<file path="config.mk">
export PLATFORM = sky130hd
export DESIGN_NAME = host_frame_queue_access
export DESIGN_NICKNAME = d
export VERILOG_FILES = /design/src/hw/frame_queue_pkg.sv /design/src/hw/host_frame_queue_access.sv
export SDC_FILE = /design/constraint.sdc
export NUM_CORES = 1
export LEC_CHECK = 0
export CAP_MARGIN = 20
export CORE_ASPECT_RATIO = 0.7
export CORE_UTILIZATION = 40
export DETAILED_ROUTE_END_ITERATION = 12
export DONT_BUFFER_PORTS = 1
export GPL_ROUTABILITY_DRIVEN = 0
export REMOVE_ABC_BUFFERS = 1
export SYNTH_ARGS = -nofsm -noshare
export SYNTH_HDL_FRONTEND = slang
export SYNTH_SLANG_ARGS = --single-unit
</file>
<file path="constraint.sdc">
create_clock -name sys_clk_in -period 10.96 [get_ports sys_clk_in]
set_input_delay 1.096 -clock sys_clk_in [delete_from_list [all_inputs] [get_ports sys_clk_in]]
set_output_delay 1.096 -clock sys_clk_in [all_outputs]
set_load 0.01 [all_outputs]
</file>
<file path="src/hw/frame_queue_pkg.sv">
// Purpose: Shared constants and types for the host frame queue access block
// Assumes: Host bus is synchronous to sys_clk_in; 32-bit register words
// Notes: Register offsets are byte addresses on the host bus
package frame_queue_pkg;
    // Host bus geometry
    localparam int ADDR_W = 8;
    localparam int NUM_TXQ = 4;
    localparam int FIFO_DEPTH = 8;
    // Register byte offsets
    localparam logic [7:0] RX_STAT_OFS = 8'h00;
    localparam logic [7:0] RX_DATA_OFS = 8'h04;
    localparam logic [7:0] RX_ALIAS_OFS = 8'h08;
    localparam logic [7:0] TX_CTRL_OFS = 8'h10;
    localparam logic [7:0] TX_LEN_OFS = 8'h14;
    localparam logic [7:0] TX_DATA_OFS = 8'h18;
    localparam logic [7:0] TX_STAT_OFS = 8'h1c;
    localparam logic [7:0] TX_SETUP_OFS = 8'h20;
    localparam logic [3:0] QSTATE_PAGE = 4'h4;
    // Receive status fields
    localparam int RX_CNT_W = 16;
    localparam int RX_DONE_BIT = 31;
    // Transfer setup fields
    localparam int SETUP_CNT_LSB = 0;
    localparam int SETUP_CNT_W = 16;
    localparam int SETUP_SO_LSB = 16;
    localparam int SETUP_EO_LSB = 20;
    localparam int SETUP_ENDIAN_BIT = 24;
    // Queue state fields
    localparam int QS_THR_LSB = 0;
    localparam int QS_BLK_LSB = 8;
    localparam int QS_RDY_BIT = 16;
    localparam int QS_MODE_LSB = 24;
    localparam int BLK_W = 8;
    localparam int TX_STAT_VALID_BIT = 31;
    // Reset values
    localparam logic [7:0] QS_THR_RESET = 8'h00;
    // Data-ready modes
    typedef enum logic [1:0] {
        MODE_ANY = 2'b00,
        MODE_THR = 2'b01,
        MODE_EOF = 2'b10,
        MODE_BOTH = 2'b11
    } ready_mode_type;
    // One host data word as handed to the transmitter, bytes in send order
    typedef struct packed {
        logic [7:0] id;
        logic last;
        logic [3:0] keep;
        logic [31:0] data;
    } tx_word_type;
endpackage

</file>
<file path="src/hw/host_frame_queue_access.sv">
// Purpose: Host access to receive and transmit frame queues
// Assumes: Host strobes last one cycle and share sys_clk_in
// Notes: Receive words pass through an 8-word FIFO; tx status is queued too
`timescale 1ns/100ps

// Simple synchronous FIFO with valid/ready on both sides
module word_fifo #(
    parameter int WIDTH = 32,
    parameter int DEPTH = 8
) (
    input wire logic clk_in, // Clock
    input wire logic reset_in, // Synchronous reset
    input wire logic in_valid_in, // Write request
    output logic in_ready_out, // Room available
    input wire logic [WIDTH-1:0] in_data_in, // Write data
    output logic out_valid_out, // Data available
    input wire logic out_ready_in, // Pop request
    output logic [WIDTH-1:0] out_data_out, // Head word
    output logic [$clog2(DEPTH+1)-1:0] count_out // Fill level
);
    localparam int PW = $clog2(DEPTH);
    logic [WIDTH-1:0] mem_r [DEPTH]; // Storage
    logic [PW-1:0] wp_r; // Write pointer
    logic [PW-1:0] rp_r; // Read pointer
    logic [$clog2(DEPTH+1)-1:0] cnt_r; // Entries held
    logic push;
    logic pop;
    assign in_ready_out = (cnt_r != DEPTH[$clog2(DEPTH+1)-1:0]);
    assign out_valid_out = (cnt_r != '0);
    assign push = in_valid_in && in_ready_out;
    assign pop = out_ready_in && out_valid_out;
    assign out_data_out = mem_r[rp_r];
    assign count_out = cnt_r;
    // Storage write, no reset needed on data
    always_ff @(posedge clk_in) begin
        if (push) begin
            mem_r[wp_r] <= in_data_in;
        end
    end
    // Pointers and level
    always_ff @(posedge clk_in) begin
        if (reset_in) begin
            wp_r <= '0;
            rp_r <= '0;
            cnt_r <= '0;
        end else begin
            if (push) begin
                wp_r <= wp_r + 1'b1;
            end
            if (pop) begin
                rp_r <= rp_r + 1'b1;
            end
            if (push && !pop) begin
                cnt_r <= cnt_r + 1'b1;
            end else if (pop && !push) begin
                cnt_r <= cnt_r - 1'b1;
            end
        end
    end
endmodule // word_fifo

// Behaviour
// - Status low half counts head frame bytes
// - Byte count only grows while receiving
// - Done bit set after last byte
// - Done frame status popped on read
// - Data reads give words, zero padded
// - Excess bytes dropped, overrun pulse
// - Early control write aborts, underrun pulse
// - Length rewrite sets remaining byte count
// - Egress status queued with frame id
// - Setup count decrements per data write
// - Start and end offsets drop bytes
// - End offset applies while count zero
// - Endian bit picks first sent byte
// - Mode zero: ready on any block
// - Mode one: ready above threshold
// - Mode two: ready on whole frame
// - Mode three: frame or above threshold
// - Interrupt when blocks drop below threshold
// - Lowest numbered ready queue selected
module host_frame_queue_access (
    input wire logic sys_clk_in, // 25 MHz clock
    input wire logic reset_in, // Synchronous reset
    input wire logic host_wr_in, // Write strobe, one cycle
    input wire logic host_rd_in, // Read strobe, one cycle
    input wire logic [7:0] host_addr_in, // Byte address
    input wire logic [31:0] host_wdata_in, // Write data
    output logic [31:0] host_rdata_out, // Read data
    output logic host_rvalid_out, // Read data valid pulse
    input wire logic rx_byte_valid_in, // Received byte present
    input wire logic [7:0] rx_byte_in, // Received byte
    input wire logic rx_last_in, // Last byte of frame
    output logic rx_ready_out, // Byte may be offered
    output frame_queue_pkg::tx_word_type tx_word_out, // Word to transmit queue
    output logic tx_word_valid_out, // Word valid pulse
    output logic tx_overrun_out, // Write past frame end pulse
    output logic tx_underrun_out, // Frame aborted pulse
    input wire logic tx_egress_in, // Frame left transmit FIFO
    input wire logic [7:0] tx_egress_status_in, // Its status
    input wire logic [7:0] tx_egress_id_in, // Its frame id
    input wire logic [4*8-1:0] q_blocks_in, // Blocks held per queue
    input wire logic [3:0] q_eof_in, // Queue holds a whole frame
    output logic [3:0] queue_ready_flag_out, // Data ready per queue
    output logic [1:0] tx_sel_queue_out, // Chosen queue
    output logic tx_sel_valid_out, // Some queue is ready
    output logic [3:0] thr_irq_out // Threshold interrupt pulses
);
    localparam int NQ = frame_queue_pkg::NUM_TXQ;
    localparam int BW = frame_queue_pkg::BLK_W;
    localparam int CW = frame_queue_pkg::SETUP_CNT_W;

    // Decoded accesses
    logic wr_ctrl, wr_len, wr_data, wr_setup, rd_rx_stat, rd_rx_data, rd_tx_stat;
    logic [NQ-1:0] wr_qs;
    // Receive state
    logic [15:0] rx_cnt_r; // Head frame byte count
    logic rx_done_r; // Head frame complete
    logic rx_ready_r; // Byte accept window
    logic [1:0] rx_lane_r; // Next byte lane
    logic [31:0] rx_acc_r; // Word being packed
    logic rx_take; // Byte accepted this cycle
    logic rxf_in_valid;
    logic [31:0] rxf_in_data;
    logic rxf_out_valid;
    logic [31:0] rxf_out_data;
    logic [3:0] rxf_count;
    // Transmit state
    logic [15:0] remain_r; // Bytes still expected
    logic [7:0] frame_id_r; // Id from control word
    logic [CW-1:0] setup_cnt_r; // Writes left minus one
    logic [1:0] setup_so_r; // Start offset
    logic [1:0] setup_eo_r; // End offset
    logic setup_endian_r; // Big end first
    logic setup_on_r; // Setup applies to this frame
    logic first_r; // Next data write is first of block
    logic [3:0] keep; // Lanes sent this write
    logic [2:0] nbytes; // Bytes sent this write
    logic [31:0] ordered; // Bytes in send order
    logic txs_out_valid;
    logic [15:0] txs_out_data;
    // Queue state
    logic [1:0] mode_r [NQ];
    logic [BW-1:0] thr_r [NQ];
    logic [BW-1:0] blk_prev_r [NQ];

    // Address decode; writes and reads never overlap on this bus
    always_comb begin
        wr_ctrl = 1'b0;
        wr_len = 1'b0;
        wr_data = 1'b0;
        wr_setup = 1'b0;
        wr_qs = '0;
        rd_rx_stat = 1'b0;
        rd_rx_data = 1'b0;
        rd_tx_stat = 1'b0;
        if (host_wr_in && host_addr_in == frame_queue_pkg::TX_CTRL_OFS) begin
            wr_ctrl = 1'b1;
        end else if (host_wr_in && host_addr_in == frame_queue_pkg::TX_LEN_OFS) begin
            wr_len = 1'b1;
        end else if (host_wr_in && host_addr_in == frame_queue_pkg::TX_DATA_OFS) begin
            wr_data = 1'b1;
        end else if (host_wr_in && host_addr_in == frame_queue_pkg::TX_SETUP_OFS) begin
            wr_setup = 1'b1;
        end else if (host_wr_in && host_addr_in[7:4] == frame_queue_pkg::QSTATE_PAGE) begin
            wr_qs[host_addr_in[3:2]] = 1'b1;
        end else if (host_rd_in && host_addr_in == frame_queue_pkg::RX_STAT_OFS) begin
            rd_rx_stat = 1'b1;
        end else if (host_rd_in && (host_addr_in == frame_queue_pkg::RX_DATA_OFS ||
                     host_addr_in == frame_queue_pkg::RX_ALIAS_OFS)) begin
            rd_rx_data = 1'b1;
        end else if (host_rd_in && host_addr_in == frame_queue_pkg::TX_STAT_OFS) begin
            rd_tx_stat = 1'b1;
        end
    end

    assign rx_take = rx_byte_valid_in && rx_ready_r;
    // Ready leaves straight from its flop so the MAC sees no decode glitches
    assign rx_ready_out = rx_ready_r;

    // count grows only, cleared on pop
    always_ff @(posedge sys_clk_in) begin
        if (reset_in) begin
            rx_cnt_r <= '0;
            rx_done_r <= 1'b0;
        end else if (rd_rx_stat && rx_done_r) begin
            rx_cnt_r <= '0;
            rx_done_r <= 1'b0;
        end else if (rx_take) begin
            rx_cnt_r <= rx_cnt_r + 16'h0001;
            rx_done_r <= rx_last_in;
        end
    end

    // Ready drops while a finished status waits or the FIFO nears full
    always_ff @(posedge sys_clk_in) begin
        if (reset_in) begin
            rx_ready_r <= 1'b0;
        end else begin
            rx_ready_r <= !(rx_done_r && !rd_rx_stat) && !(rx_take && rx_last_in) &&
                          rxf_count < 4'h6;
        end
    end

    // pack bytes into words, zero pad the tail
    always_ff @(posedge sys_clk_in) begin
        if (reset_in) begin
            rx_lane_r <= '0;
            rx_acc_r <= '0;
            rxf_in_valid <= 1'b0;
            rxf_in_data <= '0;
        end else begin
            rxf_in_valid <= 1'b0;
            if (rx_take) begin
                if (rx_lane_r == 2'h3 || rx_last_in) begin
                    rxf_in_valid <= 1'b1;
                    rxf_in_data <= rx_acc_r | ({24'h000000, rx_byte_in} << {rx_lane_r, 3'h0});
                    rx_acc_r <= '0;
                    rx_lane_r <= '0;
                end else begin
                    rx_acc_r <= rx_acc_r | ({24'h000000, rx_byte_in} << {rx_lane_r, 3'h0});
                    rx_lane_r <= rx_lane_r + 2'h1;
                end
            end
        end
    end

    // Receive data words; margin of two keeps pushes from meeting a full FIFO
    word_fifo #(.WIDTH(32), .DEPTH(frame_queue_pkg::FIFO_DEPTH)) rx_fifo (
        .clk_in(sys_clk_in),
        .reset_in(reset_in),
        .in_valid_in(rxf_in_valid),
        .in_ready_out(),
        .in_data_in(rxf_in_data),
        .out_valid_out(rxf_out_valid),
        .out_ready_in(rd_rx_data),
        .out_data_out(rxf_out_data),
        .count_out(rxf_count)
    );

    // egress status queued with its frame id
    word_fifo #(.WIDTH(16), .DEPTH(frame_queue_pkg::FIFO_DEPTH)) tx_stat_fifo (
        .clk_in(sys_clk_in),
        .reset_in(reset_in),
        .in_valid_in(tx_egress_in),
        .in_ready_out(),
        .in_data_in({tx_egress_status_in, tx_egress_id_in}),
        .out_valid_out(txs_out_valid),
        .out_ready_in(rd_tx_stat),
        .out_data_out(txs_out_data),
        .count_out()
    );

    // Byte lane selection for one data write
    always_comb begin
        logic [1:0] so;
        logic [1:0] eo;
        so = 2'h0;
        eo = 2'h0;
        nbytes = 3'h0;
        keep = 4'h0;
        // offsets only while a setup is active
        if (setup_on_r && first_r) begin
            so = setup_so_r;
        end
        // end offset holds while count is zero
        if (setup_on_r && setup_cnt_r == '0) begin
            eo = setup_eo_r;
        end
        for (int i = 0; i < 4; i++) begin
            // endian picks the first sent byte
            ordered[8*i +: 8] = setup_endian_r ? host_wdata_in[31-8*i -: 8] :
                                host_wdata_in[8*i +: 8];
            if (i >= so && i < 4 - eo && {13'h0000, nbytes} < remain_r) begin
                keep[i] = 1'b1;
                nbytes = nbytes + 3'h1;
            end
        end
    end

    // Frame length, id and word hand-off
    always_ff @(posedge sys_clk_in) begin
        if (reset_in) begin
            remain_r <= '0;
            frame_id_r <= '0;
            tx_word_out <= '0;
            tx_word_valid_out <= 1'b0;
            tx_overrun_out <= 1'b0;
            tx_underrun_out <= 1'b0;
        end else begin
            tx_word_valid_out <= 1'b0;
            tx_overrun_out <= 1'b0;
            tx_underrun_out <= 1'b0;
            if (wr_ctrl) begin
                frame_id_r <= host_wdata_in[7:0];
                tx_underrun_out <= (remain_r != '0);
                remain_r <= '0;
            end else if (wr_len) begin
                remain_r <= host_wdata_in[15:0];
            end else if (wr_data) begin
                if (remain_r == '0) begin
                    tx_overrun_out <= 1'b1;
                end else begin
                    remain_r <= remain_r - {13'h0000, nbytes};
                    tx_word_valid_out <= 1'b1;
                    tx_word_out <= '{id: frame_id_r, last: (remain_r == {13'h0000, nbytes}),
                                     keep: keep, data: ordered};
                end
            end
        end
    end

    // Transfer setup register
    always_ff @(posedge sys_clk_in) begin
        if (reset_in) begin
            setup_cnt_r <= '0;
            setup_so_r <= '0;
            setup_eo_r <= '0;
            setup_endian_r <= 1'b0;
            setup_on_r <= 1'b0;
            first_r <= 1'b0;
        end else if (wr_ctrl) begin
            setup_on_r <= 1'b0;
        end else if (wr_setup) begin
            setup_cnt_r <= host_wdata_in[frame_queue_pkg::SETUP_CNT_LSB +: CW];
            setup_so_r <= host_wdata_in[frame_queue_pkg::SETUP_SO_LSB +: 2];
            setup_eo_r <= host_wdata_in[frame_queue_pkg::SETUP_EO_LSB +: 2];
            setup_endian_r <= host_wdata_in[frame_queue_pkg::SETUP_ENDIAN_BIT];
            setup_on_r <= 1'b1;
            first_r <= 1'b1;
        end else if (wr_data) begin
            first_r <= 1'b0;
            if (setup_on_r && setup_cnt_r != '0) begin
                setup_cnt_r <= setup_cnt_r - 1'b1;
            end
        end
    end

    // Per-queue mode, threshold, ready flag and threshold interrupt
    for (genvar q = 0; q < NQ; q++) begin : g_queue
        logic [BW-1:0] blk;
        assign blk = q_blocks_in[q*BW +: BW];
        always_ff @(posedge sys_clk_in) begin
            if (reset_in) begin
                mode_r[q] <= frame_queue_pkg::MODE_ANY;
                thr_r[q] <= frame_queue_pkg::QS_THR_RESET;
                blk_prev_r[q] <= '0;
                queue_ready_flag_out[q] <= 1'b0;
                thr_irq_out[q] <= 1'b0;
            end else begin
                if (wr_qs[q]) begin
                    mode_r[q] <= host_wdata_in[frame_queue_pkg::QS_MODE_LSB +: 2];
                    thr_r[q] <= host_wdata_in[frame_queue_pkg::QS_THR_LSB +: BW];
                end
                blk_prev_r[q] <= blk;
                thr_irq_out[q] <= (blk < thr_r[q]) && (blk_prev_r[q] >= thr_r[q]);
                case (frame_queue_pkg::ready_mode_type'(mode_r[q]))
                    frame_queue_pkg::MODE_ANY: queue_ready_flag_out[q] <= (blk != '0);
                    frame_queue_pkg::MODE_THR: queue_ready_flag_out[q] <= (blk > thr_r[q]);
                    frame_queue_pkg::MODE_EOF: queue_ready_flag_out[q] <= q_eof_in[q];
                    default: queue_ready_flag_out[q] <= q_eof_in[q] || (blk > thr_r[q]);
                endcase
            end
        end
    end

    always_ff @(posedge sys_clk_in) begin
        if (reset_in) begin
            tx_sel_queue_out <= '0;
            tx_sel_valid_out <= 1'b0;
        end else begin
            tx_sel_valid_out <= (queue_ready_flag_out != '0);
            tx_sel_queue_out <= '0;
            for (int i = NQ - 1; i >= 0; i--) begin
                if (queue_ready_flag_out[i]) begin
                    tx_sel_queue_out <= 2'(i);
                end
            end
        end
    end

    // Read data, returned the cycle after the strobe
    always_ff @(posedge sys_clk_in) begin
        if (reset_in) begin
            host_rdata_out <= '0;
            host_rvalid_out <= 1'b0;
        end else begin
            host_rvalid_out <= host_rd_in;
            host_rdata_out <= '0;
            if (rd_rx_stat) begin
                host_rdata_out <= {rx_done_r, 15'h0000, rx_cnt_r};
            end else if (rd_rx_data) begin
                host_rdata_out <= rxf_out_valid ? rxf_out_data : 32'h00000000;
            end else if (rd_tx_stat) begin
                host_rdata_out <= {txs_out_valid, 15'h0000,
                                   txs_out_valid ? txs_out_data : 16'h0000};
            end else if (host_addr_in == frame_queue_pkg::TX_LEN_OFS) begin
                host_rdata_out <= {16'h0000, remain_r};
            end else if (host_addr_in == frame_queue_pkg::TX_SETUP_OFS) begin
                host_rdata_out <= {7'h00, setup_endian_r, 2'h0, setup_eo_r, 2'h0, setup_so_r,
                                   setup_cnt_r};
            end else if (host_addr_in[7:4] == frame_queue_pkg::QSTATE_PAGE) begin
                host_rdata_out <= {6'h00, mode_r[host_addr_in[3:2]], 7'h00,
                                   queue_ready_flag_out[host_addr_in[3:2]],
                                   q_blocks_in[host_addr_in[3:2]*BW +: BW],
                                   thr_r[host_addr_in[3:2]]};
            end
        end
    end
endmodule // host_frame_queue_access

</file>
* Word-level counts from Yosys, hierarchy flattened
Memory sizes are Yosys's and may differ from the RTL's. A register that Yosys moved wholly into a read port is not among the register bits.
Index checks and enable logic that the tools add are counted.
** Storage, ports and cells
- Bits in registers :: 244
- RAM bits :: 456
- Output and inout port bits :: 93
- Memories kept :: 5
** Memories
- rx_fifo.mem_r :: words 8, bits a word 32, read ports 1, clocked after Yosys merged registers in 1, wr ports 1, line host_frame_queue_access.sv:22 : logic [WIDTH-1:0] mem_r [DEPTH];
- tx_stat_fifo.mem_r :: words 8, bits a word 16, read ports 1, clocked after Yosys merged registers in 1, wr ports 1, line host_frame_queue_access.sv:22
- blk_prev_r :: words 4, bits a word 8, read ports 4, clocked after Yosys merged registers in 0, wr ports 4, line host_frame_queue_access.sv:145 : logic [BW-1:0] blk_prev_r [NQ];
- thr_r :: words 4, bits a word 8, read ports 5, clocked after Yosys merged registers in 0, wr ports 4, line host_frame_queue_access.sv:144 : logic [BW-1:0] thr_r [NQ];
- mode_r :: words 4, bits a word 2, read ports 5, clocked after Yosys merged registers in 0, wr ports 4, line host_frame_queue_access.sv:143 : logic [1:0] mode_r [NQ];
** Cells by class
- Add/sub/neg operators :: 16
- Order comparisons :: 26
- Equal/unequal tests :: 21
- Shift operators :: 2
- Mux-type cells :: 121
- Bitwise gates (word level) :: 18
- Reduce and logical (&&, ||, !) cells :: 85
** Operators with widths (count)
- two-way mux 32 bit :: 5
- two-way mux 16 bit :: 7
- two-way mux 8 bit :: 12
- two-way mux 26 bit :: 3
- less-than comparator 1 x 32 -> 1 bit, first input constant :: 2
- less-than comparator 2 x 32 -> 1 bit, first input constant :: 2
- two-way mux 1 bit :: 63
- less-than comparator 3 x 16 -> 1 bit :: 3
- logical AND 1 bit :: 37
- two-way mux 4 bit :: 9
- == test 8 x 5 -> 1 bit, second input constant :: 4
- greater-or-equal comparator 8 bit :: 4
- > comparator 8 bit :: 4
- zero test 16 bit :: 2
- less-than comparator 8 bit :: 4
- bitwise OR 32 bit :: 1
- nonzero test 16 bit :: 2
- nonzero test 8 bit :: 4
- variable part select 32 x 6 -> 8 bit :: 1
- left shift 8 x 5 -> 32 bit :: 1
- adder 3 x 1 -> 3 bit, second input constant :: 7
- two-way mux 3 bit :: 7
- two-way mux 2 bit :: 9
- adder 16 x 1 -> 16 bit, second input constant :: 1
- 38 further kinds :: 95

* Logic depth before layout (Yosys ltp)
- Depth after elaboration :: 21
- Mapped depth :: 27

* Cells and area by module
From an unflattened synthesis, not the netlist that was laid out.
** Unflattened totals
- Cell total of the unflattened synthesis :: 2192
- Area total of the unflattened synthesis :: 29927.5 µm²
** Modules (own cells, without submodules)
- host_frame_queue_access :: times used 1, cells an instance 1491, area each 13969.6 µm², seq. area each 6326.1 µm²
- word_fifo (rx_fifo) :: times used 1, cells an instance 443, area each 10402.5 µm², seq. area each 7947.6 µm²
- word_fifo (tx_stat_fifo) :: times used 1, cells an instance 258, area each 5555.3 µm², seq. area each 4103.9 µm²

* Least setup slack after synthesis
OpenSTA, ideal clock, no wires.
- Path type :: reg-to-reg
- Start point :: reg setup_cnt_r[2]
- End point :: reg remain_r[9]
- Arrival time :: 5.209 ns
- Required time :: 10.885 ns
- Slack :: 5.675 ns
- Stages on the path, launching flop included :: 26
- Buffers on the path :: 1
- Period minus slack after synthesis :: 5.285 ns
- Path through :: dfxtp_1 or4_1 buf_2 nor4_4 a31oi_1 inv_1 ha_1 nand2b_1 a21oi_1 nor2_1 and3b_4 nor2_1 a21oi_1 ha_1 a21oi_1 o21ai_2 o21ai_1 a21o_4 mux2i_1 ha_1 a21o_1 a21oi_1 nand2_1 or3_4 or3_1 a31oi_1
** Between the ends
- Cells in the longest elaborated chain, start to end :: 21
- Elaborated cells on any way between the ends :: 29
- Those cells by class :: 5 x add/sub; 7 x order compare; 8 x mux; 9 x reduce/logical
** Ends and longest elaborated chain
- from (decl) :: line host_frame_queue_access.sv:131 : logic [CW-1:0] setup_cnt_r;
- from (signal assigned) :: line host_frame_queue_access.sv:325 : setup_cnt_r <= host_wdata_in[frame_queue_pkg::SETUP_CNT_LSB +: CW];
- from (signal assigned) :: line host_frame_queue_access.sv:334 : setup_cnt_r <= setup_cnt_r - 1'b1;
- zero test 16 bit (*) :: line host_frame_queue_access.sv:267 : if (setup_on_r && setup_cnt_r == '0) begin
- logical AND 1 bit (*) :: line host_frame_queue_access.sv:267
- two-way mux 2 bit (*) :: line host_frame_queue_access.sv:267
- subtractor 3 x 2 -> 4 bit (*) :: line host_frame_queue_access.sv:274 : if (i >= so && i < 4 - eo && {13'h0000, nbytes} < remain_r) begin
- less-than comparator 1 x 32 -> 1 bit :: line host_frame_queue_access.sv:274
- logical AND 1 bit (2 in a row) :: line host_frame_queue_access.sv:274
- two-way mux 1 bit :: line host_frame_queue_access.sv:274
- less-than comparator 3 x 16 -> 1 bit :: line host_frame_queue_access.sv:274
- [... 4 more ...]
- two-way mux 3 bit :: line host_frame_queue_access.sv:274
- less-than comparator 3 x 16 -> 1 bit :: line host_frame_queue_access.sv:274
- logical AND 1 bit :: line host_frame_queue_access.sv:274
- two-way mux 3 bit (*) :: line host_frame_queue_access.sv:274
- subtractor 16 x 3 -> 16 bit (*) :: line host_frame_queue_access.sv:304 : remain_r <= remain_r - {13'h0000, nbytes};
- two-way mux 16 bit (*) :: line host_frame_queue_access.sv:301 : if (remain_r == '0) begin
- two-way mux 16 bit (*) :: line host_frame_queue_access.sv:300 : end else if (wr_data) begin
- two-way mux 16 bit (*) :: line host_frame_queue_access.sv:298 : end else if (wr_len) begin
- to (signal assigned) :: line host_frame_queue_access.sv:299 : remain_r <= host_wdata_in[15:0];
- to (signal assigned) :: line host_frame_queue_access.sv:304
- to (decl) :: line host_frame_queue_access.sv:129 : logic [15:0] remain_r;
Mark *: on every way between the ends. The rest lies on a longest branch, timed or not. The select of a mux whose other input is x is not followed.
A chain may end at the register's enable or synchronous reset.

* Worst setup path after layout
- Start point :: reg remain_r[5]
- End point :: reg remain_r[7]
** Between the ends
- Cells in the longest elaborated chain, start to end :: 16
- Elaborated cells on any way between the ends :: 22
- Those cells by class :: 4 x add/sub; 4 x order compare; 1 x eq/ne; 7 x mux; 6 x reduce/logical
** Ends and longest elaborated chain (line)
- less-than comparator 1 x 16 -> 1 bit :: host_frame_queue_access.sv:274
- logical AND 1 bit :: host_frame_queue_access.sv:274
- two-way mux 1 bit :: host_frame_queue_access.sv:274
- less-than comparator 3 x 16 -> 1 bit :: host_frame_queue_access.sv:274
- logical AND 1 bit :: host_frame_queue_access.sv:274
- two-way mux 3 bit :: host_frame_queue_access.sv:274
- less-than comparator 3 x 16 -> 1 bit :: host_frame_queue_access.sv:274
- logical AND 1 bit :: host_frame_queue_access.sv:274
- two-way mux 3 bit :: host_frame_queue_access.sv:274
- less-than comparator 3 x 16 -> 1 bit :: host_frame_queue_access.sv:274
- logical AND 1 bit :: host_frame_queue_access.sv:274
- two-way mux 3 bit :: host_frame_queue_access.sv:274
- subtractor 16 x 3 -> 16 bit :: host_frame_queue_access.sv:304
- two-way mux 16 bit :: host_frame_queue_access.sv:301
- two-way mux 16 bit :: host_frame_queue_access.sv:300
- two-way mux 16 bit :: host_frame_queue_access.sv:298
Parallel ways exist; a longest one is shown, timed or not. The select of a mux whose other input is x is not followed.

==> results.json <==
{
  "setup_ws_ns": 4.69,
  "seq_area_frac_synth_pct": 62.8,
  "outcome": "finished clean",
  "powerDensity_mw_per_mm2": 171,
  "min_path_type": "register to register",
  "die_width_um": 325,
  "grt_pass1_wl_um": 112000,
  "dp_slack_ns": 4.76,
  "cts_max_level": 3,
  "coreArea_mm2": 0.0720,
  "grt_pass1_vias": 17800,
  "finalNetCount": 2394,
  "synthFlopType": "edfxtp_1",
  "drt_pre_antenna_iters": 5,
  "crit_fanout": 8,
  "maxCapViolations": 0,
  "rows": 82,
  "period_needed_ns": 6.27,
  "fill_cells": 6349,
  "clk_pin_slew_ns": 0.07,
  "rsz0062_at_grt": "false",
  "post_cts_resized": 0,
  "cp_data_arrival_time_ns": 6.74,
  "grt_max_degree": 169,
  "met1_usage_pct": 27.8,
  "cts_made_buffers": 72,
  "tightest_slew_ns": 1.13,
  "vias": 18000,
  "drive_above_1_share_pct": 14.1,
  "ir_worst_vdd_mv": 0.112,
  "area.growth.synth_to_final_pct": 12.3,
  "numPortBuffers": 0,
  "overflow": 0,
  "clock_skew_ns": 0.0281,
  "slew_violations": 0,
  "cts_tree": "done",
  "wirelength_um": 73200,
  "met3_usage_pct": 5.34,
  "hpwl_um": 48800,
  "power_mw": 5.62,
  "critPathLaunchType": "register",
  "cts-hold-fix-buffers": 0,
  "grt-busiest-layer": "met2",
  "endpoint_kind": "register",
  "worstSetupPathType": "register to register",
  "fin_tns_setup_ns": 0,
  "layout_commonest_cell": "edfxtp_1",
  "synth_edf_count": 424,
  "io_pins": 200,
  "final_cell_mix": "edfxtp_1, dfxtp_1, nor2_1",
  "cellLeakagePower_nw": 10.6,
  "critPathRequiredTime_ns": 11.43,
  "drc": 0,
  "crit_path_top_delay_cell": "nor4_1",
  "cpMostUsedCell": "a21oi_1",
  "post-cts-setup-buffers": 0,
  "ys_async_sr_fraction_pct": 0,
  "multi_input_area_mm2": 0.0103,
  "drt_iter0_drc": 1543,
  "cts_buffer_depth": 3,
  "yosys_register_bits": 706,
  "antenna_found_initial": 3,
  "syn_inst": 2204,
  "max_stage_delay_ns": 0.66,
  "regArea_mm2": 0.0184,
  "clock.fmax_mhz": 160,
  "detail-route-antenna-nets": 0,
  "routedWlPerCell_um": 22.7,
  "die_h_um": 228,
  "period_share_pct": 57.2,
  "grt_use_met2_pct": 29.8,
  "vias_per_cell": 5.58,
  "dieArea_mm2": 0.0743,
  "clk_latency_ns": 0.62,
  "fin_area_mm2": 0.0329,
  "whs_ns": 0.458,
  "ys_types": 68,
  "yosys_warnings": 0,
  "setup_violations": 0,
  "start_util_pct": 40.6,
  "syn_avg_cell_area_um2": 13.3,
  "synth_area_mm2": 0.0293,
  "ctsRootBufferMaster": "clkbuf_16",
  "clock-sinks": 706,
  "placed_cell_area_mm2": 0.0304,
  "slew_headroom_pct": 23.9,
  "hold_viol": 0,
  "grt_usage_pct": 19.7
}
logic make-up (layout without fill, tap and decap cells):
kind of cell               Yosys count  count (layout)  share of synthesized area (%)
adders and majority gates           89              89                           3.88
DFF                                706             706                           62.8
AOI/OAI and AO/OA                  380             380                           7.86
and+or+nand+nor                    612             612                           9.92
buffers and inverters              172             224                           2.33
muxes                              201             201                           11.9
other                                0               2                              0
xor gates and xnor gates            44              44                           1.38
final cells by class:
type	instances	share of cell area, %
Timing Repair Buffer	38	1.00
Tap cell	966	3.68
Clock inverter	32	1.10
Multi-Input combinational cell	1326	31.4
Antenna cell	2	0.0152
Clock buffer	100	6.26
Sequential cell	706	55.9
Inverter	54	0.616
state kept, by name, indices dropped and copies added (netlist names), 4 cells and up, named ones only:
| name | flops |
|---|---|
| queue_ready_flag_out | 4 |
| tx_stat_fifo.mem_r | 128 |
| rxf_in_data | 32 |
| tx_stat_fifo.count_out | 4 |
| thr_r | 32 |
| thr_irq_out | 4 |
| mode_r | 8 |
| rx_cnt_r | 16 |
| blk_prev_r | 32 |
| host_rdata_out | 32 |
| rx_acc_r | 32 |
| setup_cnt_r | 16 |
| frame_id_r | 8 |
| tx_word_out | 45 |
| remain_r | 16 |
| rx_fifo.mem_r | 256 |
| rx_fifo.count_out | 4 |
cells in the mapped netlist (15+ instances only):
master    instances  area (um2)
xor2_1           20         175
edfxtp_1        424       12700
nor4_1           20         125
nand2_1         165         619
clkbuf_1         80         300
mux4_2          115        2590
nor3_1           44         220
a211oi_1         53         398
nor2_1          201         754
ha_1             86        1080
nand3_1          18        90.1
dfxtp_1         282        5650
mux2i_1          73         731
o21ai_0          67         335
buf_1            15        56.3
nor2b_1          43         269
and2_1           47         294
o211ai_1         18         135
a31oi_1          16         100
a21oi_1         170         851
xnor2_1          23         201
inv_1            53         199
through the flow:
stage               util, %  cells
global route           45.7   3223
detailed placement     42.2   3087
floorplan                 -   2086
global placement       42.2   3085
finish                 45.7   3224
CTS                    45.6   3219
layer usage:
metal  vias up  wire length [um]
met4         0              1540
met1      9083             33100
li1       8241                 -
met5         -                 0
met2       567             32900
met3       103              5650
path summary, 6_finish.rpt:
| check | from | to | slack [ns] | cells after the start |
|---|---|---|---|---|
| worst max-delay path | remain_r[5]$_SDFFE_PP0P_ | remain_r[7]$_SDFFE_PP0P_ | 4.69 | 25 |
| worst min-delay path | frame_id_r[3]$_SDFFE_PP0P_ | frame_id_r[3]$_SDFFE_PP0P_ | 0.46 | 2 |
| worst max register to register | remain_r[5]$_SDFFE_PP0P_ | remain_r[7]$_SDFFE_PP0P_ | 4.69 | 25 |
| worst min register to register | frame_id_r[3]$_SDFFE_PP0P_ | frame_id_r[3]$_SDFFE_PP0P_ | 0.46 | 2 |
critical path, delay by kind of cell (launching register included):
| kind | cells | cell delay, ns |
|---|---|---|
| buf+inv | 1 | 0.06 |
| flops | 1 | 0.37 |
| simple gates | 10 | 2.85 |
| fa+ha+maj | 3 | 0.85 |
| compound gates | 10 | 1.89 |
| mux | 1 | 0.12 |
where the power goes:
group	internal (mW)	switching, mW	total, mW
sequential	2.85	0.0379	2.89
combinational	0.0966	0.137	0.234
clock	1.45	1.05	2.50
(Power assumes the default switching activity.)
